`src/tccr_pkg.sv`:
```
package tccr_pkg;
  localparam int XLEN         = 64;
  localparam int WORD_W       = 32;
  localparam int IMM_W        = 16;
  localparam int COND_W       = 5;
  localparam int CR_W         = 32;
  localparam int CR_IDX_W     = 5;
  // Mask bit positions, bit 4 is the MSB of the five-bit field
  localparam int MSK_SLT      = 4;
  localparam int MSK_SGT      = 3;
  localparam int MSK_EQ       = 2;
  localparam int MSK_ULT      = 1;
  localparam int MSK_UGT      = 0;
  localparam logic [4:0] TO_LT    = 5'h10;
  localparam logic [4:0] TO_NE    = 5'h18;
  localparam logic [4:0] TO_LGE   = 5'h05;
  localparam logic [4:0] TO_ALWAYS = 5'h1f;
  localparam logic [4:0] COND_NONE = 5'h00;

  typedef enum logic [1:0] {
    TCCR_CR_SET,
    TCCR_CR_CLR,
    TCCR_CR_MOVE,
    TCCR_CR_NOT
  } tccr_crop_type;
endpackage

```
`src/tccr_compare.sv`:
```
`timescale 1ns/1ps
`default_nettype none
module tccr_compare
  import tccr_pkg::*;
#(
  parameter int W = XLEN
) (
  // Operands
  input  wire logic [W-1:0]      op_a,
  input  wire logic [W-1:0]      op_b,
  input  wire logic              word_mode,
  // Five condition bits
  output logic      [COND_W-1:0] cond
);
  logic [W-1:0] a_x;
  logic [W-1:0] b_x;
  logic         slt;
  logic         ult;
  logic         eq;

  // Word forms compare low half; sign-extend so signed order holds
  always_comb begin
    if (word_mode) begin
      a_x = {{(W-WORD_W){op_a[WORD_W-1]}}, op_a[WORD_W-1:0]};
      b_x = {{(W-WORD_W){op_b[WORD_W-1]}}, op_b[WORD_W-1:0]};
    end else begin
      a_x = op_a;
      b_x = op_b;
    end
  end

  always_comb begin
    eq  = (a_x == b_x);
    slt = ($signed(a_x) < $signed(b_x));
    // Equal sign extension keeps unsigned order of low halves
    ult = (a_x < b_x);
    cond          = COND_NONE;
    cond[MSK_SLT] = slt;
    cond[MSK_SGT] = !slt && !eq;
    cond[MSK_EQ]  = eq;
    cond[MSK_ULT] = ult;
    cond[MSK_UGT] = !ult && !eq;
  end
endmodule
`default_nettype wire

```
`src/tccr_unit.sv`:
```
`timescale 1ns/1ps
`default_nettype none
module tccr_unit
  import tccr_pkg::*;
#(
  parameter int W = XLEN
) (
  // Clock and reset
  input  wire logic                clk,
  input  wire logic                rst,
  // Trap issue
  input  wire logic                trap_valid,
  input  wire logic                trap_use_imm,
  input  wire logic                trap_word,
  input  wire logic [COND_W-1:0]   trap_condition_mask,
  input  wire logic [W-1:0]        first_operand_reg,
  input  wire logic [W-1:0]        second_operand_reg,
  input  wire logic [IMM_W-1:0]    signed_immediate_field,
  // Trap result
  output logic                     trap_req,
  output logic                     trap_done,
  // CR bit op issue
  input  wire logic                cr_valid,
  input  wire tccr_crop_type       cr_op,
  input  wire logic [CR_IDX_W-1:0] cr_dst,
  input  wire logic [CR_IDX_W-1:0] cr_src,
  input  wire logic [CR_W-1:0]     cr_in,
  // CR result
  output logic                     cr_wr,
  output logic [CR_W-1:0]          cr_out
);
  logic [W-1:0]      b_sel;
  logic [COND_W-1:0] cond;
  logic [COND_W-1:0] hit;
  logic              trap_req_d;
  logic              trap_req_q;
  logic              trap_done_d;
  logic              trap_done_q;
  logic              cr_wr_d;
  logic              cr_wr_q;
  logic [CR_W-1:0]   cr_out_d;
  logic [CR_W-1:0]   cr_out_q;
  logic              src_bit;
  logic              new_bit;

  // Operand B: sign-extended immediate or register
  always_comb begin
    if (trap_use_imm) begin
      b_sel = {{(W-IMM_W){signed_immediate_field[IMM_W-1]}}, signed_immediate_field};
    end else begin
      b_sel = second_operand_reg;
    end
  end

  tccr_compare #(
    .W (W)
  ) u_cmp (
    .op_a      (first_operand_reg),
    .op_b      (b_sel),
    .word_mode (trap_word),
    .cond      (cond)
  );

  always_comb begin
    hit         = cond & trap_condition_mask;
    trap_req_d  = trap_valid && (hit != COND_NONE);
    // Completion only when no trap, keeps the exception precise
    trap_done_d = trap_valid && (hit == COND_NONE);
  end

  always_ff @(posedge clk or posedge rst) begin
    if (rst) begin
      trap_req_q  <= 1'b0;
      trap_done_q <= 1'b0;
    end else begin
      trap_req_q  <= trap_req_d;
      trap_done_q <= trap_done_d;
    end
  end

  assign trap_req  = trap_req_q;
  assign trap_done = trap_done_q;

  // Each operation is the logical op with both sources equal
  always_comb begin
    src_bit  = cr_in[cr_src];
    new_bit  = 1'b0;
    unique case (cr_op)
      TCCR_CR_SET:  new_bit = ~(cr_in[cr_dst] ^ cr_in[cr_dst]);
      TCCR_CR_CLR:  new_bit = cr_in[cr_dst] ^ cr_in[cr_dst];
      TCCR_CR_MOVE: new_bit = src_bit | src_bit;
      TCCR_CR_NOT:  new_bit = ~(src_bit | src_bit);
    endcase
    cr_out_d         = cr_out_q;
    cr_wr_d          = cr_valid;
    if (cr_valid) begin
      cr_out_d         = cr_in;
      cr_out_d[cr_dst] = new_bit;
    end
  end

  always_ff @(posedge clk or posedge rst) begin
    if (rst) begin
      cr_wr_q  <= 1'b0;
      cr_out_q <= '0;
    end else begin
      cr_wr_q  <= cr_wr_d;
      cr_out_q <= cr_out_d;
    end
  end

  assign cr_wr  = cr_wr_q;
  assign cr_out = cr_out_q;

  a_trap_nonzero: assert property (@(posedge clk) disable iff (rst)
    trap_valid |=> trap_req == ($past(hit) != COND_NONE))
    else $error("trap request does not match masked conditions");

  a_trap_always: assert property (@(posedge clk) disable iff (rst)
    trap_valid && trap_condition_mask == TO_ALWAYS |=> trap_req)
    else $error("unconditional trap not raised");

  a_trap_lt: assert property (@(posedge clk) disable iff (rst)
    trap_valid && trap_condition_mask == TO_LT |=> trap_req == $past(cond[MSK_SLT]))
    else $error("less-than trap wrong");

  a_trap_ne: assert property (@(posedge clk) disable iff (rst)
    trap_valid && trap_condition_mask == TO_NE && first_operand_reg == b_sel
    && !trap_word |=> !trap_req)
    else $error("not-equal trap raised on equal operands");

  a_trap_lge: assert property (@(posedge clk) disable iff (rst)
    trap_valid && trap_condition_mask == TO_LGE |=> trap_req == !$past(cond[MSK_ULT]))
    else $error("unsigned greater-or-equal trap wrong");

  a_trap_excl: assert property (@(posedge clk) disable iff (rst)
    !(trap_req && trap_done))
    else $error("trapping instruction also completed");

  a_word_low: assert property (@(posedge clk) disable iff (rst)
    trap_valid && trap_word && !trap_use_imm && trap_condition_mask == 5'h04
    && first_operand_reg[WORD_W-1:0] == second_operand_reg[WORD_W-1:0] |=> trap_req)
    else $error("word compare looked at high bits");

  a_imm_sel: assert property (@(posedge clk) disable iff (rst)
    trap_use_imm |-> b_sel[W-1:IMM_W-1] == {(W-IMM_W+1){signed_immediate_field[IMM_W-1]}})
    else $error("immediate not sign extended");

  a_cr_result: assert property (@(posedge clk) disable iff (rst)
    cr_valid && (cr_op == TCCR_CR_SET || cr_op == TCCR_CR_CLR)
    |=> cr_wr && cr_out[$past(cr_dst)] == ($past(cr_op) == TCCR_CR_SET))
    else $error("cr set or clear wrong");

  a_cr_not: assert property (@(posedge clk) disable iff (rst)
    cr_valid && cr_op == TCCR_CR_NOT |=> cr_out[$past(cr_dst)] == !$past(src_bit))
    else $error("cr invert wrong");

  a_trap_done: assert property (@(posedge clk) disable iff (rst)
    trap_valid |=> trap_done == ($past(hit) == COND_NONE))
    else $error("trap completion does not match masked conditions");

  a_trap_one: assert property (@(posedge clk) disable iff (rst)
    trap_valid |=> trap_req != trap_done)
    else $error("trap issue did not give exactly one outcome");

  a_trap_idle: assert property (@(posedge clk) disable iff (rst)
    !trap_valid |=> !trap_req && !trap_done)
    else $error("trap outcome without an issued trap");

  // Condition bits checked exclusive, then judged from the operands, not from the comparator
  a_sign_order: assert property (@(posedge clk) disable iff (rst)
    trap_valid |-> $onehot({cond[MSK_SLT], cond[MSK_SGT], cond[MSK_EQ]}))
    else $error("signed conditions not exclusive");

  a_unsign_order: assert property (@(posedge clk) disable iff (rst)
    trap_valid |-> $onehot({cond[MSK_ULT], cond[MSK_UGT], cond[MSK_EQ]}))
    else $error("unsigned conditions not exclusive");

  a_dword_eq: assert property (@(posedge clk) disable iff (rst)
    trap_valid && !trap_word |-> cond[MSK_EQ] == (first_operand_reg == b_sel))
    else $error("doubleword equal wrong");

  a_word_eq: assert property (@(posedge clk) disable iff (rst)
    trap_valid && trap_word |-> cond[MSK_EQ] ==
    (first_operand_reg[WORD_W-1:0] == b_sel[WORD_W-1:0]))
    else $error("word equal wrong");

  a_dword_ult: assert property (@(posedge clk) disable iff (rst)
    trap_valid && !trap_word |-> cond[MSK_ULT] == (first_operand_reg < b_sel))
    else $error("doubleword unsigned less-than wrong");

  a_word_ult: assert property (@(posedge clk) disable iff (rst)
    trap_valid && trap_word |-> cond[MSK_ULT] ==
    (first_operand_reg[WORD_W-1:0] < b_sel[WORD_W-1:0]))
    else $error("word unsigned less-than wrong");

  a_dword_slt: assert property (@(posedge clk) disable iff (rst)
    trap_valid && !trap_word |-> cond[MSK_SLT] ==
    ($signed(first_operand_reg) < $signed(b_sel)))
    else $error("doubleword signed less-than wrong");

  a_word_slt: assert property (@(posedge clk) disable iff (rst)
    trap_valid && trap_word |-> cond[MSK_SLT] ==
    ($signed(first_operand_reg[WORD_W-1:0]) < $signed(b_sel[WORD_W-1:0])))
    else $error("word signed less-than wrong");

  a_reg_sel: assert property (@(posedge clk) disable iff (rst)
    !trap_use_imm |-> b_sel == second_operand_reg)
    else $error("register operand not selected");

  a_imm_low: assert property (@(posedge clk) disable iff (rst)
    trap_use_imm |-> b_sel[IMM_W-1:0] == signed_immediate_field)
    else $error("immediate low bits lost");

  a_cr_move: assert property (@(posedge clk) disable iff (rst)
    cr_valid && cr_op == TCCR_CR_MOVE |=> cr_out[$past(cr_dst)] == $past(cr_in[cr_src]))
    else $error("cr copy wrong");

  // Only the addressed bit may differ from the incoming register
  a_cr_others: assert property (@(posedge clk) disable iff (rst)
    cr_valid |=> ((cr_out ^ $past(cr_in)) &
    ~({{(CR_W-1){1'b0}}, 1'b1} << $past(cr_dst))) == {CR_W{1'b0}})
    else $error("cr op disturbed other bits");

  a_cr_pulse: assert property (@(posedge clk) disable iff (rst)
    cr_valid |=> cr_wr)
    else $error("cr write strobe missing");

  a_cr_hold: assert property (@(posedge clk) disable iff (rst)
    !cr_valid |=> !cr_wr && $stable(cr_out))
    else $error("cr result changed without an op");
endmodule
`default_nettype wire
```
`config.mk`:
```
export PLATFORM = sky130hd
export DESIGN_NAME = tccr_unit
export DESIGN_NICKNAME = d
export VERILOG_FILES = /design/src/tccr_pkg.sv /design/src/tccr_compare.sv /design/src/tccr_unit.sv
export SDC_FILE = /design/constraint.sdc
export NUM_CORES = 1
export LEC_CHECK = 0
export ABC_CLOCK_PERIOD_IN_PS = 800
export BUFFER_PORTS_ARGS = -buffer_cell sky130_fd_sc_hd__buf_2
export CAP_MARGIN = 20
export CORE_ASPECT_RATIO = 0.7
export CORE_MARGIN = 5
export CORE_UTILIZATION = 40
export CTS_CLUSTER_SIZE = 25
export DETAILED_ROUTE_END_ITERATION = 8
export PLACE_DENSITY = 0.7
export SLEW_MARGIN = 20
export SYNTH_ARGS = -nofsm -noshare
export SYNTH_HDL_FRONTEND = slang
export SYNTH_HIERARCHICAL = 1
export SYNTH_SLANG_ARGS = --single-unit
```
`constraint.sdc`:
```
create_clock -name clk -period 0.8 [get_ports clk]
set_input_delay 0.08 -clock clk [delete_from_list [all_inputs] [get_ports clk]]
set_output_delay 0.08 -clock clk [all_outputs]
set_load 0.005 [all_outputs]
```
Yosys cells after proc, flatten, opt, wreduce, memory -nomap -nowiden. Cells that the tools add are included.

Magnitude comparators: 5. Equal/unequal tests: 4. Multiplexer cells: 9. Bitwise gates (word level): 2. Reduce and logical (&&, ||, !) cells: 11.

Operator list (number): $mux 64 (3); $lt 64x64->1 (2); $eq 64x64->1 (1); $bwmux 32 (1); $lt 5x6->1 const B (2); $and 5x5->5 (1); $bmux 1 s5 (1); $demux 1 s5 (1); $ge 5x1->1 const B (1); $logic_and 1x1->1 (5); $logic_not 5->1 (1); $reduce_bool 5->1 (1); $eq 2x2->1 const B (2); $pmux 1 s4 (1); $logic_not 1->1 (3); $eq 2x1->1 const B (1); $logic_not 2->1 (1); $mux 1 (2); $not 1->1 (1).

Register bits: 35. Bits of input ports: 199.

Depth between registers and ports, before layout.
Depth after elaboration: 8. Mapped depth: 19. Depth with buffers taken out: 15.

Cells and area by module. Netlist, hierarchy kept.

By module, submodules not included: tccr_unit (times used 1, cells an instance 429, area an instance 3370.7 sq um); tccr_compare (times used 1, cells an instance 316, area an instance 2067.0 sq um).

Worst setup path after synthesis. Ideal clock, no wire load.

Path kind: input to register. Start point: in trap_use_imm. End point: reg trap_req_q, in the netlist trap_req. Arrival: 3178 ps. Data required time: 656 ps. Slack: -2521 ps. Stages: 17. Path through: clkbuf_1 nand2_1 clkbuf_1 o21ai_0 inv_1 nor2_1 clkbuf_1 a21oi_1 ha_1 nand4_1 nor4_1 nand3_1 o211ai_2 xor2_1 buf_4 a222oi_1 a21boi_0.

Word-level cells in the longest chain between the ends: 8. Elaborated cells on any way between the ends: 13. Classes of those cells: order compare (2); eq/ne (1); mux (2); bitwise (1); reduce/logical (7).

RTL lines: start, declared (line tccr_unit.sv:13) `input wire logic trap_use_imm,`; $mux 64 * (line tccr_unit.sv:48) `if (trap_use_imm) begin`; net b_sel[31] (line tccr_unit.sv:32) `logic [W-1:0] b_sel;`; $mux 64 * (line tccr_compare.sv:23) `if (word_mode) begin`; $lt 64x64->1 * (line tccr_compare.sv:34) `slt = ($signed(a_x) < $signed(b_x));`; net u_cmp.slt (line tccr_compare.sv:17) `logic slt;`; $logic_not 1->1 (line tccr_compare.sv:39) `cond[MSK_SGT] = !slt && !eq;`; $logic_and 1x1->1 (line tccr_compare.sv:39); $and 5x5->5 * (line tccr_unit.sv:65) `hit = cond & trap_condition_mask;`; $reduce_bool 5->1 * (line tccr_unit.sv:66) `trap_req_d = trap_valid && (hit != COND_NONE);`; $logic_and 1x1->1 * (line tccr_unit.sv:66); net trap_req_d (line tccr_unit.sv:35) `logic trap_req_d;`; end signal, assigned (line tccr_unit.sv:76) `trap_req_q <= trap_req_d;`; end, declared (line tccr_unit.sv:36) `logic trap_req_q;`.

Mark *: on every way through the listed nets, which the timed path passes. The rest lies on a longest branch. A chain may end at the register's enable or synchronous reset.

Worst setup path after layout.
Start point: in trap_use_imm. End point: reg trap_done_q, in the netlist trap_done.

Word-level cells in the longest chain between the ends: 8. Elaborated cells on any way between the ends: 13. Classes of those cells: order compare (2); eq/ne (1); mux (2); bitwise (1); reduce/logical (7).

RTL lines: $mux 64 * (line tccr_unit.sv:48); net b_sel[49] (line tccr_unit.sv:32); $mux 64 * (line tccr_compare.sv:23); $lt 64x64->1 * (line tccr_compare.sv:34); net cond[4] (line tccr_unit.sv:33) `logic [COND_W-1:0] cond;`; $logic_not 1->1 (line tccr_compare.sv:39); $logic_and 1x1->1 (line tccr_compare.sv:39); $and 5x5->5 * (line tccr_unit.sv:65); $logic_not 5->1 * (line tccr_unit.sv:68) `trap_done_d = trap_valid && (hit == COND_NONE);`; $logic_and 1x1->1 * (line tccr_unit.sv:68); net trap_done_d (line tccr_unit.sv:37) `logic trap_done_d;`; end signal, assigned (line tccr_unit.sv:77) `trap_done_q <= trap_done_d;`; end, declared (line tccr_unit.sv:38) `logic trap_done_q;`.

Marks and branches as above.

==> run metrics <==
Post-DRT Antenna Nets 0; CTS sink count 35; Max transition margin 68.7%; FF+latch count, synth 35; Ports 234; slack of the critical path -2.01 ns; synth unique cells 45; Final period util 351%; row count 35; number of flops mapped to enable cells by yosys 0; setup_tns -39.39 ns; Slew Viols, Final 0; status finished, violations left; Num CTS Buffers 5; Final setup viols 69; CTS Root Cell clkbuf_16; violated checks negative setup slack; Max Root-Sink Buffers 2; max incr delay on CP 0.38 ns; Synth Flop Type dfrtp_1; Fin. Hold Viols 0; number of global-route vias before repair 6257; Max Cap Viol 0; total global-route track usage 23.6%; CP Cell Sequence buf_12, buf_8, buf_4, o21ai_0, a21oi_1, ha_1, nand4_1, nor4_4, nand3_1, nor2_2, a21oi_2, o211ai_4, xor2_1, a222oi_1, and3_1; Fin Clk Skew 0 ns; Filler cells 1189; first drt pass iteration count 5; DRT iter0 DRCs 422; global-route wire length before repair 30800 µm; Buf/Inv on CP 3; syn_nets 1008; CP max FO 36; Worst Tran Pin Value 0.469 ns; fin nets 1292; power per cell area 1050 nW/µm²; largest net degree at the start of global routing 42; Data required, critical path 1.03 ns; Starting Density 41.1%; Vias 6302; Leak Pwr 4.21 nW; CP arrival 3.04 ns; H-Tree Depth 2; Clock Pin Slew Worst Setup and Hold Paths 0.06 ns; Ys Warns 6; synthesized area 5440 µm²; gr ovfl total 0; antenna violations before repair 6; f_max 356 MHz; overall die width 149 µm; fin crit period 2.81 ns; VDD IR max 0.694 mV; Post-Synthesis Cells 745; post-DP HPWL 15400 µm; asr flop ratio synth 100%; chip height 108 µm; clk_lat worst skew 0.29 ns; Crit Path Category primary input to flip-flop; Final GP Congestion 0.904; sequential area share after synthesis 16.1%; Area Overhead vs Synth 47.8%; CTS tree built; Core Area 13200 µm²; share of layout cells above drive strength 1 39.4%; DR vias/cell 5.18; crit end category flip-flop; Fin Hold WS 0.0459 ns; Hold WC Path Type primary input to flip-flop; slowest CP cell nor4_4; Layout Cells excl Fill 1217; drc violations 0; Finished Cell Area 8040 µm²; final wirelength 19700 µm; Buffers on Ports 233; placed cell area 7450 µm²; WL/cell 16.2 µm; CP top delay family simple AND/OR/NAND/NOR gates; DP Cell Count 1192; unrepaired setup endpoints after global routing true; Die Area 16100 µm²; Syn Area/Cell 7.30 µm²; startpoint types primary input
flip-flops by register name, summed over array words and instances (netlist names):
signal,cells
cr_out,32
cr_wr,1
trap_done,1
trap_req,1
synth_stat cells (2+ instances only):
master    count  area share (%)
nor4_1        2            0.23
mux4_2        9             3.7
nor2b_1      35             4.0
inv_1       118             8.1
a21o_1        6            0.83
nand3_1      11             1.0
o21ai_0      89             8.2
buf_4         4            0.55
a221oi_1      2            0.32
a31o_1       32             5.2
dfrtp_1      35              16
nand2_1      22             1.5
a21boi_0      2            0.28
or3_1         2            0.23
clkbuf_1     44             3.0
o21bai_1     32             4.4
a211oi_1      2            0.28
nand3b_1      6            0.83
buf_1         6            0.41
nor3_1        3            0.28
mux2i_1      33             6.1
or2_2         4            0.46
nor2_1       72             5.0
nand2b_1      3            0.35
ha_1         64              15
mux2_2       16             3.3
a21oi_1      58             5.3
and4_1        2            0.32
nand4_1      13             1.5
buf_6         3            0.62
power by group:
group          switching, mW  total [mW]  leakage (nW)  internal [mW]
Combinational           2.05        4.34          3.70           2.29
Clock                  0.747        2.07        0.0772           1.33
Sequential            0.0896        2.04         0.426           1.95
per-layer routing:
metal | global-route usage [%] | share of wire [%] | vias to the layer above
li1 | - | - | 3140
met3 | 5.13 | 7.2 | 37
met1 | 33.7 | 47 | 2875
met4 | 4.31 | 1.6 | 10
met5 | 0 | 0.31 | -
met2 | 36.8 | 44 | 240
logic make-up (layout without fill, tap and decap cells):
family                   Yosys count  after routing  share of synthesized area, %
AO/OA/AOI/OAI                    231            231                          26.6
other                              0              2                             0
multiplexers                      58             58                          13.1
AND/OR/NAND/NOR                  181            181                          16.5
XOR/XNOR                           1              1                         0.161
buffers and inverters            175            460                          12.8
adder cells (fa/ha/maj)           64             64                          14.7
flip-flops                        35             35                          16.1
what timing repair did:
item                                   CTS  global route
resized for setup                       56            25
setup endpoints to repair               69            69
pin swaps                               30            24
hold buffers                             1             0
endpoints found under the hold margin   35             0
setup buffers                            8             9
cloned                                   7             0
final timing paths:
kind / from / end / slack, ns / cells past startpoint
worst max register to register: cr_out[13]$_DFFE_PP0P_ / cr_out[13]$_DFFE_PP0P_ / -0.09 / 2
max in group asynchronous: rst / cr_out[9]$_DFFE_PP0P_ / 0.22 / 4
worst max-delay path: trap_use_imm / trap_done$_DFF_PP0_ / -2.01 / 15
min in group asynchronous: rst / cr_wr$_DFF_PP0_ / 0.38 / 4
worst min register to register: cr_out[27]$_DFFE_PP0P_ / cr_out[27]$_DFFE_PP0P_ / 0.59 / 2
worst min-delay path: trap_valid / trap_done$_DFF_PP0_ / 0.05 / 2
layout by cell type, fill, tap and decap left out, types with 26 or more instances in the layout:
cell	n
a21oi_1	54
a31o_1	32
buf_2	219
buf_4	68
buf_6	36
dfrtp_1	35
ha_1	59
inv_1	112
mux2i_1	26
nor2_1	69
nor2b_1	35
o21ai_0	85
o21bai_1	32
cell type report:
type | instances | area [µm²] | area share (%)
well taps | 185 | 231 | 2.88
multi-input cells | 535 | 4100 | 51.0
flip-flops and latches | 35 | 876 | 10.9
repair buffers | 334 | 2220 | 27.7
inverters | 118 | 447 | 5.56
clock buffers | 8 | 156 | 1.95
diodes | 2 | 5.00 | 0.0623
per-stage QoR:
stage	utilization [%]	total power, mW	setup slack, ns
5_1_grt	60.8	9.03	-2.21
2_1_floorplan	-	4.37	-1.98
4_1_cts	61.3	8.53	-1.87
6_report	60.8	8.45	-2.01
3_5_place_dp	56.4	5.94	-2.40
3_3_place_gp	56.4	5.87	-2.30
worst register-to-register path: stages (launching register included):
cell and delay, ns:
dfrtp_1 0.40, nor2b_1 0.16, a31o_1 0.21
Note: power is estimated with default switching activity, not from simulation.
